<file path="src/hw/i2c_slave_ctl_defs.svh">
// Register indices, field positions, codes and reset values of the I2C slave control slice
`ifndef I2C_SLAVE_CTL_DEFS_SVH
`define I2C_SLAVE_CTL_DEFS_SVH

// ****************************************************************
// Register indices (byte address is four times the index)
// ****************************************************************
`define IDX_CTRL 10'h004
`define IDX_ADDRESS 10'h009
`define IDX_DATA 10'h00c
`define IDX_IRQ_ENABLE_CLEAR 10'h014
`define IDX_IRQ_ENABLE_SET 10'h016
`define IDX_EVENT_FLAG 10'h018
`define IDX_EVENT_FLAG_CLEAR 10'h019
`define IDX_STATUS 10'h01a

// ****************************************************************
// Control register fields
// ****************************************************************
`define CTRL_ACK_SEL_BIT 18
`define CTRL_CMD_LSB 16
`define CTRL_SCHEME_LSB 14
`define CTRL_AUTO_ACK_BIT 10
`define CTRL_GROUP_BIT 9
`define CTRL_SMART_BIT 8

// ****************************************************************
// Address register fields
// ****************************************************************
`define ADDR_PRIMARY_LSB 0
`define ADDR_SECONDARY_LSB 16

// ****************************************************************
// Event flag and enable bit positions
// ****************************************************************
`define EV_ERROR_BIT 7
`define EV_BYTE_BIT 2
`define EV_ADDR_BIT 1
`define EV_STOP_BIT 0
`define EV_USED_MASK 8'h87

// ****************************************************************
// Status register fields
// ****************************************************************
`define STAT_DIR_BIT 3
`define STAT_BUSY_BIT 4

// ****************************************************************
// Command codes and reset values
// ****************************************************************
`define CMD_COMPLETE 2'h2
`define CMD_RESPOND 2'h3
`define RESET_IRQ_ENABLE 8'h00
`define RESET_EVENT_FLAG 8'h00
`define RESET_ADDRESS 7'h00

`endif

</file>
<file path="src/hw/i2c_slave_ctl_pkg.sv">
// Types shared by the I2C slave control slice and its bit engine
package i2c_slave_ctl_pkg;

    // Address recognition schemes
    typedef enum logic [1:0]
    {
        scheme_mask = 2'b00,
        scheme_dual = 2'b01,
        scheme_range = 2'b10,
        scheme_reserved = 2'b11
    } address_match_scheme_type;

    // Action handed to the bit engine
    typedef enum logic [2:0]
    {
        act_none = 3'b000,
        act_receive_next = 3'b001,
        act_send_first = 3'b010,
        act_shift_out = 3'b011,
        act_wait_start = 3'b100
    } action_type;

    // Events reported by the bit engine, one-cycle pulses with data
    typedef struct packed
    {
        logic addr_seen;
        logic [6:0] addr_value;
        logic dir;
        logic byte_done;
        logic bus_stop;
        logic bus_error;
        logic [7:0] rx_byte;
    } engine_in_type;

    // Order to the bit engine
    typedef struct packed
    {
        logic go;
        logic send_nack;
        action_type action;
        logic address_hit;
    } engine_cmd_type;

    // Complete state of the control slice
    typedef struct packed
    {
        logic ack_response_select;
        address_match_scheme_type address_match_scheme;
        logic auto_address_ack_on;
        logic group_command_support;
        logic read_triggers_ack;
        logic [6:0] primary_address;
        logic [6:0] secondary_match_value;
        logic [7:0] irq_enable;
        logic [7:0] event_flag_register;
        logic [7:0] rx_byte;
        logic dir;
        logic in_transfer;
        logic addressed_since_stop;
        logic pready;
        logic pslverr;
        logic [31:0] prdata;
        logic irq;
        engine_cmd_type cmd;
    } ctl_state_type;

endpackage

</file>
<file path="src/hw/i2c_slave_ctl.sv">
// I2C slave control slice: commands, address recognition, events and interrupt enables
`timescale 1ns/1ps
`include "i2c_slave_ctl_defs.svh"

module i2c_slave_ctl
    import i2c_slave_ctl_pkg::*;
(
    input wire logic core_clk,
    input wire logic rst_b,
    input wire logic psel,
    input wire logic penable,
    input wire logic pwrite,
    input wire logic [11:0] paddr,
    input wire logic [31:0] pwdata,
    output logic [31:0] prdata,
    output logic pready,
    output logic pslverr,
    input wire engine_in_type engine_in,
    output engine_cmd_type engine_cmd,
    output logic irq
);

    // ****************************************************************
    // Address recognition
    // ****************************************************************

    // Decides whether an incoming address belongs to this slave
    function automatic logic address_matches(
        input address_match_scheme_type scheme,
        input logic [6:0] primary,
        input logic [6:0] secondary,
        input logic [6:0] incoming
    );
        logic hit;
        hit = 1'b0;
        unique case (scheme)
            scheme_mask:
            begin
                hit = (((incoming ^ primary) & ~secondary) == 7'h00);
            end
            scheme_dual:
            begin
                hit = (incoming == primary) || (incoming == secondary);
            end
            scheme_range:
            begin
                hit = (incoming >= secondary) && (incoming <= primary);
            end
            scheme_reserved:
            begin
                hit = 1'b0;
            end
        endcase
        return hit;
    endfunction

    // ****************************************************************
    // State
    // ****************************************************************

    ctl_state_type st; // Registered state
    ctl_state_type next_st; // Next state
    logic access_first; // First access cycle, answer being prepared
    logic access_done; // Access edge: pready sampled high
    logic [9:0] idx; // Register index from the byte address
    logic aligned; // Byte address is word aligned
    logic mapped; // Address hits a register
    logic wr; // Write taking effect this edge
    logic rd; // Read taking effect this edge
    logic [1:0] cmd_code; // Command field of a control write
    logic [31:0] read_mux; // Read value for the current address

    assign idx = paddr[11:2];
    assign aligned = (paddr[1:0] == 2'b00);
    assign access_first = psel && penable && !st.pready;
    assign access_done = psel && penable && st.pready;
    assign wr = access_done && pwrite && !st.pslverr;
    assign rd = access_done && !pwrite && !st.pslverr;
    assign cmd_code = pwdata[`CTRL_CMD_LSB +: 2];

    // Outputs straight from the state flops
    assign prdata = st.prdata;
    assign pready = st.pready;
    assign pslverr = st.pslverr;
    assign engine_cmd = st.cmd;
    assign irq = st.irq;

    // ****************************************************************
    // Register read decode
    // ****************************************************************

    // Selects the read value and flags unmapped addresses
    always_comb
    begin
        read_mux = 32'h0000_0000;
        mapped = aligned;
        unique case (idx)
            `IDX_CTRL:
            begin
                // Command field always reads zero
                read_mux[`CTRL_ACK_SEL_BIT] = st.ack_response_select;
                read_mux[`CTRL_SCHEME_LSB +: 2] = st.address_match_scheme;
                read_mux[`CTRL_AUTO_ACK_BIT] = st.auto_address_ack_on;
                read_mux[`CTRL_GROUP_BIT] = st.group_command_support;
                read_mux[`CTRL_SMART_BIT] = st.read_triggers_ack;
            end
            `IDX_ADDRESS:
            begin
                read_mux[`ADDR_PRIMARY_LSB +: 7] = st.primary_address;
                read_mux[`ADDR_SECONDARY_LSB +: 7] = st.secondary_match_value;
            end
            `IDX_DATA:
            begin
                read_mux[7:0] = st.rx_byte;
            end
            `IDX_IRQ_ENABLE_CLEAR, `IDX_IRQ_ENABLE_SET:
            begin
                read_mux[7:0] = st.irq_enable;
            end
            `IDX_EVENT_FLAG:
            begin
                read_mux[7:0] = st.event_flag_register;
            end
            `IDX_EVENT_FLAG_CLEAR:
            begin
                read_mux = 32'h0000_0000;
            end
            `IDX_STATUS:
            begin
                read_mux[`STAT_DIR_BIT] = st.dir;
                read_mux[`STAT_BUSY_BIT] = st.in_transfer;
            end
            default:
            begin
                mapped = 1'b0;
            end
        endcase
    end

    // ****************************************************************
    // Next state
    // ****************************************************************

    // Bus slave, software effects, then hardware events so sets win
    always_comb
    begin
        logic hit;
        logic cmd_valid;
        hit = 1'b0;
        cmd_valid = 1'b0;
        next_st = st;

        // Engine orders are one-cycle pulses
        next_st.cmd.go = 1'b0;
        next_st.cmd.address_hit = 1'b0;
        next_st.cmd.action = act_none;

        // Two-cycle access: pready follows the first access cycle
        next_st.pready = access_first;
        next_st.pslverr = access_first && !mapped;
        if (access_first)
        begin
            next_st.prdata = read_mux;
        end

        // Register writes
        if (wr)
        begin
            unique case (idx)
                `IDX_CTRL:
                begin
                    next_st.ack_response_select = pwdata[`CTRL_ACK_SEL_BIT];
                    next_st.address_match_scheme = address_match_scheme_type'(pwdata[`CTRL_SCHEME_LSB +: 2]);
                    next_st.auto_address_ack_on = pwdata[`CTRL_AUTO_ACK_BIT];
                    next_st.group_command_support = pwdata[`CTRL_GROUP_BIT];
                    next_st.read_triggers_ack = pwdata[`CTRL_SMART_BIT];
                    cmd_valid = (cmd_code == `CMD_RESPOND) || (cmd_code == `CMD_COMPLETE);
                end
                `IDX_ADDRESS:
                begin
                    next_st.primary_address = pwdata[`ADDR_PRIMARY_LSB +: 7];
                    next_st.secondary_match_value = pwdata[`ADDR_SECONDARY_LSB +: 7];
                end
                `IDX_IRQ_ENABLE_CLEAR:
                begin
                    next_st.irq_enable = st.irq_enable & ~(pwdata[7:0] & `EV_USED_MASK);
                end
                `IDX_IRQ_ENABLE_SET:
                begin
                    next_st.irq_enable = st.irq_enable | (pwdata[7:0] & `EV_USED_MASK);
                end
                `IDX_EVENT_FLAG_CLEAR:
                begin
                    next_st.event_flag_register = st.event_flag_register & ~pwdata[7:0];
                end
                default:
                begin
                    next_st.cmd.go = 1'b0;
                end
            endcase
        end

        // Software command strobe
        if (cmd_valid)
        begin
            next_st.cmd.go = 1'b1;
            // Ack select written together with the command applies to it
            next_st.cmd.send_nack = pwdata[`CTRL_ACK_SEL_BIT];
            if (cmd_code == `CMD_COMPLETE)
            begin
                next_st.cmd.action = act_wait_start;
            end
            else if (st.event_flag_register[`EV_ADDR_BIT])
            begin
                if (st.dir)
                begin
                    next_st.cmd.action = act_send_first;
                end
                else
                begin
                    next_st.cmd.action = act_receive_next;
                end
            end
            else if (st.dir)
            begin
                next_st.cmd.action = act_shift_out;
            end
            else
            begin
                next_st.cmd.action = act_receive_next;
            end
            next_st.event_flag_register[`EV_BYTE_BIT] = 1'b0;
            next_st.event_flag_register[`EV_ADDR_BIT] = 1'b0;
            next_st.event_flag_register[`EV_STOP_BIT] = 1'b0;
            // A read transfer asks for its first byte at once
            if ((cmd_code == `CMD_RESPOND) && st.event_flag_register[`EV_ADDR_BIT] && st.dir)
            begin
                next_st.event_flag_register[`EV_BYTE_BIT] = 1'b1;
            end
        end

        // Smart mode: reading the data performs the ack action
        if (rd && (idx == `IDX_DATA) && st.read_triggers_ack && st.event_flag_register[`EV_BYTE_BIT])
        begin
            next_st.cmd.go = 1'b1;
            next_st.cmd.send_nack = st.ack_response_select;
            next_st.cmd.action = st.dir ? act_shift_out : act_receive_next;
            next_st.event_flag_register[`EV_BYTE_BIT] = 1'b0;
        end

        // Address seen on the bus
        if (engine_in.addr_seen)
        begin
            hit = address_matches(st.address_match_scheme, st.primary_address,
                st.secondary_match_value, engine_in.addr_value);
            next_st.in_transfer = hit;
            if (hit)
            begin
                next_st.addressed_since_stop = 1'b1;
                next_st.dir = engine_in.dir;
                next_st.cmd.address_hit = 1'b1;
                if (st.auto_address_ack_on)
                begin
                    // Acknowledge without waiting for software
                    next_st.cmd.go = 1'b1;
                    next_st.cmd.send_nack = 1'b0;
                    next_st.cmd.action = engine_in.dir ? act_send_first : act_receive_next;
                    if (engine_in.dir)
                    begin
                        next_st.event_flag_register[`EV_BYTE_BIT] = 1'b1;
                    end
                end
                else
                begin
                    next_st.event_flag_register[`EV_ADDR_BIT] = 1'b1;
                end
            end
        end

        // Byte finished on the bus
        if (engine_in.byte_done && st.in_transfer)
        begin
            next_st.rx_byte = engine_in.rx_byte;
            next_st.event_flag_register[`EV_BYTE_BIT] = 1'b1;
        end

        // Stop on the bus
        if (engine_in.bus_stop)
        begin
            if (st.in_transfer || (st.group_command_support && st.addressed_since_stop))
            begin
                next_st.event_flag_register[`EV_STOP_BIT] = 1'b1;
            end
            next_st.in_transfer = 1'b0;
            next_st.addressed_since_stop = 1'b0;
        end

        // Bus error
        if (engine_in.bus_error)
        begin
            next_st.event_flag_register[`EV_ERROR_BIT] = 1'b1;
        end

        // Interrupt level from the next flags and enables
        next_st.irq = |(next_st.event_flag_register & next_st.irq_enable);
    end

    // ****************************************************************
    // State register
    // ****************************************************************

    // Synchronous active-low reset to constants
    always_ff @(posedge core_clk)
    begin
        if (!rst_b)
        begin
            st <= '0;
            st.address_match_scheme <= scheme_mask;
            st.primary_address <= `RESET_ADDRESS;
            st.secondary_match_value <= `RESET_ADDRESS;
            st.irq_enable <= `RESET_IRQ_ENABLE;
            st.event_flag_register <= `RESET_EVENT_FLAG;
            st.cmd.action <= act_none;
        end
        else
        begin
            st <= next_st;
        end
    end

endmodule

</file>
<file path="config.mk">
export PLATFORM = sky130hd
export DESIGN_NAME = i2c_slave_ctl
export DESIGN_NICKNAME = d
export VERILOG_FILES = /design/src/hw/i2c_slave_ctl_pkg.sv /design/src/hw/i2c_slave_ctl.sv
export VERILOG_INCLUDE_DIRS = /design/src /design/src/hw
export SDC_FILE = /design/constraint.sdc
export NUM_CORES = 1
export LEC_CHECK = 0
export ABC_AREA = 1
export BUFFER_PORTS_ARGS = -buffer_cell sky130_fd_sc_hd__buf_2
export CAP_MARGIN = 25
export CORE_MARGIN = 2
export CORE_UTILIZATION = 25
export CTS_CLUSTER_DIAMETER = 120
export DETAILED_ROUTE_END_ITERATION = 6
export PLACE_DENSITY_LB_ADDON = 0.15
export SLEW_MARGIN = 20
export SYNTH_ARGS = -nofsm -noshare
export SYNTH_HDL_FRONTEND = slang
export SYNTH_SLANG_ARGS = --single-unit
</file>
<file path="constraint.sdc">
create_clock -name core_clk -period 3.5 [get_ports core_clk]
set_input_delay 0.35 -clock core_clk [delete_from_list [all_inputs] [get_ports core_clk]]
set_output_delay 0.35 -clock core_clk [all_outputs]
set_load 0.01 [all_outputs]
</file>
==> reports/metrics.csv, run 1 <==
metric;value;unit
status;completed;
Root Driver;clkbuf_16;
Leak;2.03;nW
Post-CTS Hold Fix Bufs;0;
# diodes;0;
share of cells above drive strength 1;22.0;%
CORE AREA;15300;um^2
fin crit period;1950;ps
PwrDens;410;nW/um^2
EDFF count, synth;0;
first-pass GRT wire length;17700;um
Syn Std Cell Area;3910;um^2
#FFs+latches synth;72;
worst flop-to-flop path startpoint;st[74]$_SDFFE_PN0P_;
post-synth cell types;38;
synth top area cells;dfxtp_1, nand2_1, buf_4, a21oi_1, inv_1;
drt first pass iters;4;
Post-Synth XOR/XNOR Area;0;%
period utilization;55.8;%
reg2reg end;st[43]$_SDFFE_PN0P_;
worst setup path category;reg -> reg;
Longest Clk Path Bufs;2;
WP data required;3710;ps
Area growth syn-to-layout;17.6;%
R2R setup slack;1550;ps
Hold Path End;st[47]$_SDFFE_PN0P_;
Hold Crit Class;in -> reg;
adder-cell area share of the yosys netlist;4.48;%
Yosys top cell area share;36.9;%
Placer Congestion;0.879;
Initial Utilization;25.6;%
Crit-path slowest cell;dfxtp_1;
Antenna Violating Nets Remaining;0;
WP data arrival;2160;ps
wire length per cell;13.7;um
slew margin rel.;60.0;%
Chip Width;129;um
H-tree depth;3;
clk slew on worst S/H paths;60;ps
storage element area;1440;um^2
post-synthesis compound-gate area fraction;17.3;%
gr usage total;14.1;%
crit path from;st[74]$_SDFFE_PN0P_;
unrepaired setup endpoints after global routing;false;
final hold vios;0;
DR vias/cell;4.38;
vias in the first global route;3495;
final wirelength;11300;um
Fillers;1695;
drt drc;0;
setup bufs post-CTS;0;
largest family of logic cells by synthesized area;simple AND/OR/NAND/NOR gates;
Yosys warning total;0;
MaxCap Viol Count;0;
Final #Nets;691;
post-synthesis sequential area ratio;36.9;%
CP Max Fanout;4;
Row Count;45;
Clock Skew;4.38;ps
CTS buffer count;9;
asr flop ratio synth;0;%
slew of the pin with the lowest slew margin;597;ps
Post-Synth Simple-Gate Area;24.9;%
Final Setup Violations;0;
Post-CTS Resized;0;
Die Ht;129;um
top achievable clock speed;512;MHz
die area;16700;um^2
synthesized area per cell;7.12;um^2
critical path cell sequence;inv_1, ha_1, nand2_1, nor2_1, nand3_1, nand3_1, nand3_1, nand2_1, nand2_1, inv_1, nand2_1, nand2_1, a21oi_1;
Iteration-0 DRC Markers;208;
DP HPWL;8840;um
Clock Sinks;72;
antenna violations before repair;1;
max incr delay on CP;360;ps
Worst-Skew Late Latency;340;ps
cell count after synthesis;549;
CP startpoint kind;register;
Congestion Overflow GR;0;
area of the multi-input gates;1870;um^2
setup TNS;0;ps
multiplexer area fraction after synthesis;0;%
Worst Hold Launch;engine_in[3];
CTS tree;done;
hold depth;3;
maximum vdd drop;0.212;mV
Yosys top cell by area;dfxtp_1;
ys flop type;dfxtp_1;
Port Buffer Count;85;
vias;3605;
largest net degree at the start of global routing;52;
DP Cell Count;808;
Cell Count, Final, Fillers Out;824;
fin. max-slew vios;0;
reg2reg path depth;13;
# IOs;110;
Crit path top cell by count;nand2_1;
CP Capture Type;register;
[synthesized netlist by cell type, types with 2 or more instances]
master	number
nand2_1	101
dfxtp_1	72
inv_1	66
a21oi_1	50
nor2_1	50
o21ai_0	45
buf_4	38
nand3_1	23
o21ai_1	19
ha_1	14
clkbuf_1	9
inv_2	6
nand2_2	6
nand4_1	6
nor2_4	6
o22ai_1	4
a21oi_2	3
clkinv_1	3
nor3_1	3
o211ai_1	3
buf_6	2
inv_4	2
nand2_4	2
nor2_2	2
[report_power, final]
part | internal, W | switching (W) | total, W
registers | 0.000831 | 0.00000508 | 0.000836
logic | 0.0000593 | 0.000103 | 0.000162
clock network | 0.000537 | 0.000350 | 0.000888
[placed cells by master, fill, tap and decap left out, types with 2 or more instances in the layout]
master     count
nand2_1      101
buf_2         85
dfxtp_1       72
inv_1         66
a21oi_1       50
nor2_1        49
o21ai_0       45
nand3_1       23
o21ai_1       19
ha_1          14
conb_1        12
clkbuf_16      9
nor2_4         6
inv_2          6
nand2_2        6
nand4_1        6
o22ai_1        4
clkinv_1       3
nor2_2         3
nor3_1         3
a21oi_2        3
o211ai_1       3
clkbuf_8       3
inv_4          2
nand2_4        2
clkbuf_1       2
buf_4          2
[stage by stage]
step | worst slack (ps) | hold WS [ps] | utilization, % | total power [W] | area (um^2)
6_report | 1550 | 266 | 30.1 | 0.00189 | 4600
5_1_grt | 1300 | 287 | 30.1 | 0.00197 | 4600
4_1_cts | 1520 | 262 | 30.1 | 0.00191 | 4600
2_1_floorplan | 1880 | 427 | - | 0.000962 | 3950
3_3_place_gp | 1510 | 435 | 28.3 | 0.00101 | 4310
3_5_place_dp | 1470 | 445 | 28.3 | 0.00102 | 4310
[worst max-delay path by stage]
stage / to / slack, ps / cells past startpoint
6_report: st[43]$_SDFFE_PN0P_ / 1550 / 13
5_1_grt: engine_cmd[4]$_SDFF_PN0_ / 1300 / 11
4_1_cts: st[43]$_SDFFE_PN0P_ / 1520 / 13
3_5_place_dp: st[43]$_SDFFE_PN0P_ / 1470 / 13
3_3_place_gp: st[43]$_SDFFE_PN0P_ / 1510 / 13
2_1_floorplan: st[43]$_SDFFE_PN0P_ / 1880 / 13
[final cells by class]
class                      count  area share, %
multi-input combinational    361           40.7
sequential                    72           31.3
timing repair buffer          87           9.58
inverter                      77           6.39
clock buffer                  14           5.96
tap                          211           5.74
clock inverter                 2          0.272
[flip-flops by register name, indices dropped and copies added (netlist names)]
name        count
engine_cmd      6
irq             1
prdata         20
pready          1
pslverr         1
st             43
[layer usage]
metal / wire [um] / global-route usage [%]
met5: 13 / 0
met4: 273 / 5.43
met3: 661 / 4.34
met2: 4890 / 21.9
met1: 5420 / 18.3
[worst max-delay path, delay by kind of cell, from the launching register on]
kind,cells,cell delay [ps]
DFF,1,360
adders and majority gates,1,290
buffers and inverters,2,160
AOI/OAI and AO/OA,1,50
and+or+nand+nor,9,960
[cells by family (layout without fill, tap and decap cells)]
family	after synthesis	after routing
other	1	12
adders and majority gates	14	14
and+or+nand+nor	207	207
AOI/OAI and AO/OA	128	128
DFF	72	72
buffers and inverters	127	180
Power figures use the tool's default switching activity.
==> run 2: changes to the inputs <==
- ABC_AREA: 1 -> 0
- clock period: 3.5 -> 1.9 ns (I/O delays scaled with it)
==> reports/metrics.csv, run 2 <==
metric;value;unit;change
status;complete, but fails checks;;
failing checks;setup timing;;
core occupancy in the finished layout;33.2;%;+3.0 points
CP Max Fanout;4;;unchanged
synth top area cells;dfxtp_1, nand2_1, buf_4, a21boi_0, ha_1;;
Syn Std Cell Area;3800;um^2;-2.9%
synthesized area per cell;8.35;um^2;+17%
commonest cells after routing, fill and taps aside;buf_2, nand2_1, dfxtp_1;;
drt drc;0;;unchanged
CTS buffer count;9;;unchanged
MaxCap Viol Count;0;;unchanged
# IOs;110;;unchanged
asr flop ratio synth;0;%;unchanged
gr usage total;15.0;%;+0.93 points
R2R setup slack;-560;ps;-2110 ps
Chip Width;127;um;-1.4%
Post-CTS Hold Fix Bufs;0;;unchanged
period utilization;130;%;+74 points
worst flop-to-flop path startpoint;st[73]$_SDFFE_PN0P_;;
grt met3 use;3.69;%;-0.65 points
slew margin rel.;62.2;%;+2.2 points
Antenna Violating Nets Remaining;0;;unchanged
Yosys top cell area share;38.0;%;+1.1 points
total chip power;0.00367;W;+95%
switch share;22.8;%;-1.4 points
WP data required;2170;ps;-1540 ps
share of cells above drive strength 1;32.7;%;+11 points
Yosys warning total;0;;unchanged
Final #Nets;644;;-6.8%
crit path from;st[73]$_SDFFE_PN0P_;;
final hold vios;0;;unchanged
Comb power frac;7.5;%;-1.1 points
top achievable clock speed;406;MHz;-21%
EDFF count, synth;0;;unchanged
Hold Crit Class;in -> reg;;
H-tree depth;3;;unchanged
WP data arrival;2730;ps;+570 ps
slew of the pin with the lowest slew margin;565;ps;-31.8 ps
CP startpoint kind;register;;
Psw;0.000839;W;+83%
Placer Congestion;0.825;;-6.1%
clk slew on worst S/H paths;60;ps;about the same
cell with the most instances after synthesis;nand2_1;;
most used routing layer;met2;;
P_int;0.00283;W;+99%
ys flop type;dfxtp_1;;
maximum vdd drop;0.419;mV;+98%
fin crit period;2460;ps;+511 ps
antenna violations before repair;0;;-1
most common cell after layout, fill and taps aside;buf_2;;
post-route cell area;4980;um^2;+8.4%
Root Driver;clkbuf_16;;
first-pass GRT wire length;18200;um;+2.5%
Post-DP Area;4570;um^2;+6.0%
Longest Clk Path Bufs;2;;unchanged
Area growth syn-to-layout;31.3;%;
Clock Sinks;72;;unchanged
Leak;2.13;nW;+5.0%
met1 usage;19.5;%;+1.2 points
Initial Utilization;25.3;%;-0.37 points
post-synthesis sequential area ratio;38.0;%;+1.1 points
worst setup path category;reg -> reg;;
die area;16200;um^2;-2.8%
Top reg by flops;st;;
drt first pass iters;5;;+1
wire length per cell;15.4;um;+13%
cell count after synthesis;455;;-17%
met2 global-route usage;24.5;%;+2.6 points
Port Buffer Count;85;;unchanged
fin. max-slew vios;0;;unchanged
Row Count;45;;unchanged
Worst-Skew Late Latency;340;ps;about the same
Yosys top cell by area;dfxtp_1;;
fin worst setup slack;-563;ps;-2110 ps
#FFs+latches synth;72;;unchanged
vias in the first global route;3418;;-2.2%
pre-CTS setup slack;-611;ps;-2080 ps
Iteration-0 DRC Markers;138;;-34%
most instantiated cells after synthesis;nand2_1, dfxtp_1, buf_4;;
Worst Hold Launch;pwdata[3];;
PwrDens;737;nW/um^2;+80%
Seq pwr share;41.6;%;-2.7 points
CP Capture Type;register;;
largest net degree at the start of global routing;33;;-37%
max reg flops;43;;unchanged
CTS tree;done;;
Clock Skew;6.68;ps;+2.30 ps
post-synth cell types;56;;+47%
DP HPWL;9290;um;+5.1%
Congestion Overflow GR;0;;unchanged
DR vias/cell;4.46;;+1.9%
unrepaired setup endpoints after global routing;true;;
Die Ht;127;um;-1.4%
vias;3362;;-6.7%
setup TNS;-5720;ps;-5720 ps
# diodes;0;;unchanged
CORE AREA;15000;um^2;-1.5%
final wirelength;11600;um;+3.2%
Clock power frac;50.8;%;+3.7 points
Final Setup Violations;12;;+12
-- run 2: area by class of cell --
type	count	area [um^2]
inverters	22	82.6
repair buffers	146	900
clock inverters	5	80.1
fillers	1611	10000
clock buffers	11	243
flip-flops and latches	72	1450
multi-input cells	310	2000
well taps	188	235
-- run 2: repair_timing --
action | in CTS | in global routing
pin swaps | 3 | 1
setup endpoints to repair | 12 | 12
resized for setup | 10 | 1
setup buffers | 1 | 2
-- run 2: layer usage --
metal  vias up  wire (um)
met5         -          0
met4         0        150
met3         9        622
met2        96       5350
met1      1523       5500
li1       1734          -
-- run 2: worst paths after layout --
check                             end  depth (start not counted)
setup reg to reg       irq$_SDFF_PN0_                          8
setup / recovery       irq$_SDFF_PN0_                          8
hold / removal    st[55]$_SDFFE_PN0P_                          2
hold reg to reg   st[58]$_SDFFE_PN0P_                          2
-- run 2: kinds of logic (layout without fill, tap and decap cells) --
| logic type | after synthesis | after routing | share of synthesized area, % |
|---|---|---|---|
| AO/OA/AOI/OAI | 96 | 96 | 18.6 |
| XOR/XNOR | 1 | 1 | 0.231 |
| adder cells (fa/ha/maj) | 14 | 14 | 4.61 |
| buffers and inverters | 84 | 184 | 12.2 |
| flip-flops | 72 | 72 | 38.0 |
| multiplexers | 16 | 16 | 4.28 |
| other | 1 | 12 | 0.0988 |
| AND/OR/NAND/NOR | 171 | 171 | 22.0 |
-- run 2: worst max-delay path, stage by stage, from the launching register on --
cell and delay, ps:
dfxtp_2 330, inv_2 40, ha_4 250, nand4_1 140, o21a_1 230, or4_4 520
a2111o_1 450, o221a_4 310, o221ai_2 110
-- run 2: per-stage QoR --
step / hold WS, ps / std cells
after floorplan: 269 / 466
after global placement: 389 / 735
after detailed placement: 394 / 735
after CTS: 22.5 / 752
after global routing: 39.4 / 754
final: 42.4 / 754
-- run 2: power groups by stage --
stage / Clock (W) / Combinational [W] / Sequential (W)
6_report: 0.00187 / 0.000277 / 0.00153
5_1_grt: 0.00198 / 0.000310 / 0.00153
4_1_cts: 0.00193 / 0.000278 / 0.00153
3_5_place_dp: 0 / 0.000271 / 0.00156
3_3_place_gp: 0 / 0.000269 / 0.00156
2_1_floorplan: 0 / 0.000153 / 0.00156
==> run 3: changes to the inputs <==
- ABC_AREA: 0 -> 1
==> reports/metrics.csv, run 3 (synthesis gave the netlist of run 1 again) <==
metric;value;unit;change
status;completed;;
fin. max-slew vios;0;;unchanged
Comb power frac;8.8;%;+1.3 points
# diodes;0;;unchanged
maximum vdd drop;0.448;mV;+6.9%
PwrDens;756;nW/um^2;+2.6%
wire length per cell;13.9;um;-10%
largest net degree at the start of global routing;29;;-12%
max reg flops;43;;unchanged
Port Buffer Count;85;;unchanged
max incr delay on CP;320;ps;-200 ps
vias;3626;;+7.9%
most common cell after layout, fill and taps aside;nand2_1;;
Top reg by flops;st;;
area of the multi-input gates;1990;um^2;-0.31%
vias in the first global route;3456;;+1.1%
MaxCap Viol Count;0;;unchanged
Psw;0.000862;W;+2.7%
total number of cells along the worst setup path;11;;+3
Root Driver;clkbuf_16;;
Final Setup Violations;0;;-12
Top delay family on crit path;simple AND/OR/NAND/NOR gates;;
CTS buffer count;9;;unchanged
WP data required;2130;ps;-40 ps
CP Capture Type;register;;
Post-DP Area;4400;um^2;-3.7%
Seq pwr share;42.1;%;+0.5 points
CORE AREA;15300;um^2;+1.5%
critical path cell sequence;inv_1, ha_4, nand2_1, nor2_4, nand3_2, nand3_1, nand3_1, nand2_2, nand4_1, nand2_2, o21ai_1;;
top achievable clock speed;565;MHz;+39%
Post-CTS Hold Fix Bufs;0;;unchanged
Fillers;1665;;+3.4%
drt drc;0;;unchanged
reg2reg path depth;11;;+3
antenna violations before repair;0;;unchanged
period utilization;93.1;%;-37 points
CP startpoint kind;register;;
Iteration-0 DRC Markers;190;;+38%
storage element area;1450;um^2;unchanged
Longest Clk Path Bufs;2;;unchanged
drt first pass iters;4;;-1
Hold Crit Class;in -> reg;;
DR vias/cell;4.34;;-2.7%
# IOs;110;;unchanged
DP Cell Count;820;;+12%
Initial Utilization;25.6;%;+0.37 points
setup TNS;0;ps;+5720 ps
Chip Width;129;um;+1.4%
Antenna Violating Nets Remaining;0;;unchanged
switch share;23.5;%;+0.70 points
Die Ht;129;um;+1.4%
commonest cells after routing, fill and taps aside;nand2_1, buf_2, dfxtp_1;;
Congestion Overflow GR;0;;unchanged
Leak;2.12;nW;-0.58%
first-pass GRT wire length;17800;um;-2.2%
hold depth;4;;+2
fin crit period;1770;ps;-694 ps
final hold vios;0;;unchanged
CP Max Fanout;4;;unchanged
CTS tree;done;;
DP HPWL;9120;um;-1.9%
Cell Count, Final, Fillers Out;836;;+11%
clk slew on worst S/H paths;60;ps;about the same
P_int;0.00280;W;-1.3%
gr usage total;14.1;%;-0.94 points
Final #Nets;703;;+9.2%
Placer Congestion;0.908;;+10%
setup bufs post-CTS;0;;-1
share of cells above drive strength 1;27.5;%;-5.2 points
Row Count;45;;unchanged
Critical path buffers and inverters;1;;unchanged
R2R setup slack;130;ps;+690 ps
Worst-Skew Late Latency;340;ps;about the same
post-route cell area;4840;um^2;-2.9%
Crit-path slowest cell;dfxtp_2;;
final wirelength;11600;um;-0.17%
die area;16700;um^2;+2.9%
Area growth syn-to-layout;23.7;%;
Clock power frac;49.1;%;-1.7 points
WP data arrival;2000;ps;-730 ps
worst setup path category;reg -> reg;;
Clock Sinks;72;;unchanged
H-tree depth;3;;unchanged
Clock Skew;6.07;ps;-0.603 ps
==> run 3: cell types whose count changed in the layout (fill, tap and decap cells not counted), moves of 7 or more <==
cell	previous run	this run
nand2_2	0	11
nor2_1	20	47
and2_1	7	0
inv_1	19	63
nand2_1	82	96
a21oi_1	17	48
a21boi_1	13	0
nor2_4	0	7
o21ai_0	7	45
mux2i_1	14	0
buf_4	59	14
nor2b_1	9	0
o21ai_1	0	19
a21boi_0	24	1
==> run 3: routing by layer <==
layer  track usage [%]  part of all wire (%)  vias to the layer above
met5                 0                     0                        -
met4              5.18                   1.9                        0
met3              3.14                   5.3                       15
met2              22.0                    45                      102
met1              19.0                    48                     1635
li1                  -                     -                     1874
==> run 3: cell type report <==
| type | instances | area share [%] |
|---|---|---|
| repair buffers | 99 | 11.0 |
| clock buffers | 10 | 4.73 |
| clock inverters | 6 | 1.73 |
| multi-input cells | 361 | 41.2 |
| inverters | 77 | 6.08 |
| flip-flops and latches | 72 | 29.9 |
| well taps | 211 | 5.46 |
==> run 3: worst paths after layout <==
kind                        from                        to
max reg2reg  st[72]$_SDFFE_PN0P_  engine_cmd[2]$_SDFF_PN0_
min reg2reg  st[41]$_SDFFE_PP0P_       st[41]$_SDFFE_PP0P_
max          st[72]$_SDFFE_PN0P_  engine_cmd[2]$_SDFF_PN0_
min                    pwdata[6]       st[58]$_SDFFE_PN0P_
==> run 3: worst register-to-register path, delay by kind of cell, from the launching register on <==
family	cells	cell delay [ps]
AOI/OAI and AO/OA	1	60
adders and majority gates	1	270
buffers and inverters	1	70
DFF	1	320
and+or+nand+nor	8	940
==> run 3: what timing repair did <==
item,in CTS,in global routing
resized for setup,0,25
hold endpoints to repair,0,0
setup endpoints to repair,0,10
==> run 3: power groups by stage <==
stage	Clock (W)	Combinational [W]	Sequential (W)
after global placement	0	0.000298	0.00157
after floorplan	0	0.000200	0.00157
after detailed placement	0	0.000304	0.00157
final	0.00180	0.000323	0.00154
after CTS	0.00185	0.000306	0.00154
after global routing	0.00191	0.000362	0.00154
==> run 3: through the flow <==
stage	worst slack [ps]	total power [W]	utilization [%]	hold slack, ps
after global placement	65.5	0.00187	28.9	436
after floorplan	284	0.00177	-	331
after CTS	10.1	0.00370	30.9	113
after detailed placement	13.0	0.00188	28.9	444
final	131	0.00366	31.7	117
after global routing	-17.1	0.00382	31.7	136
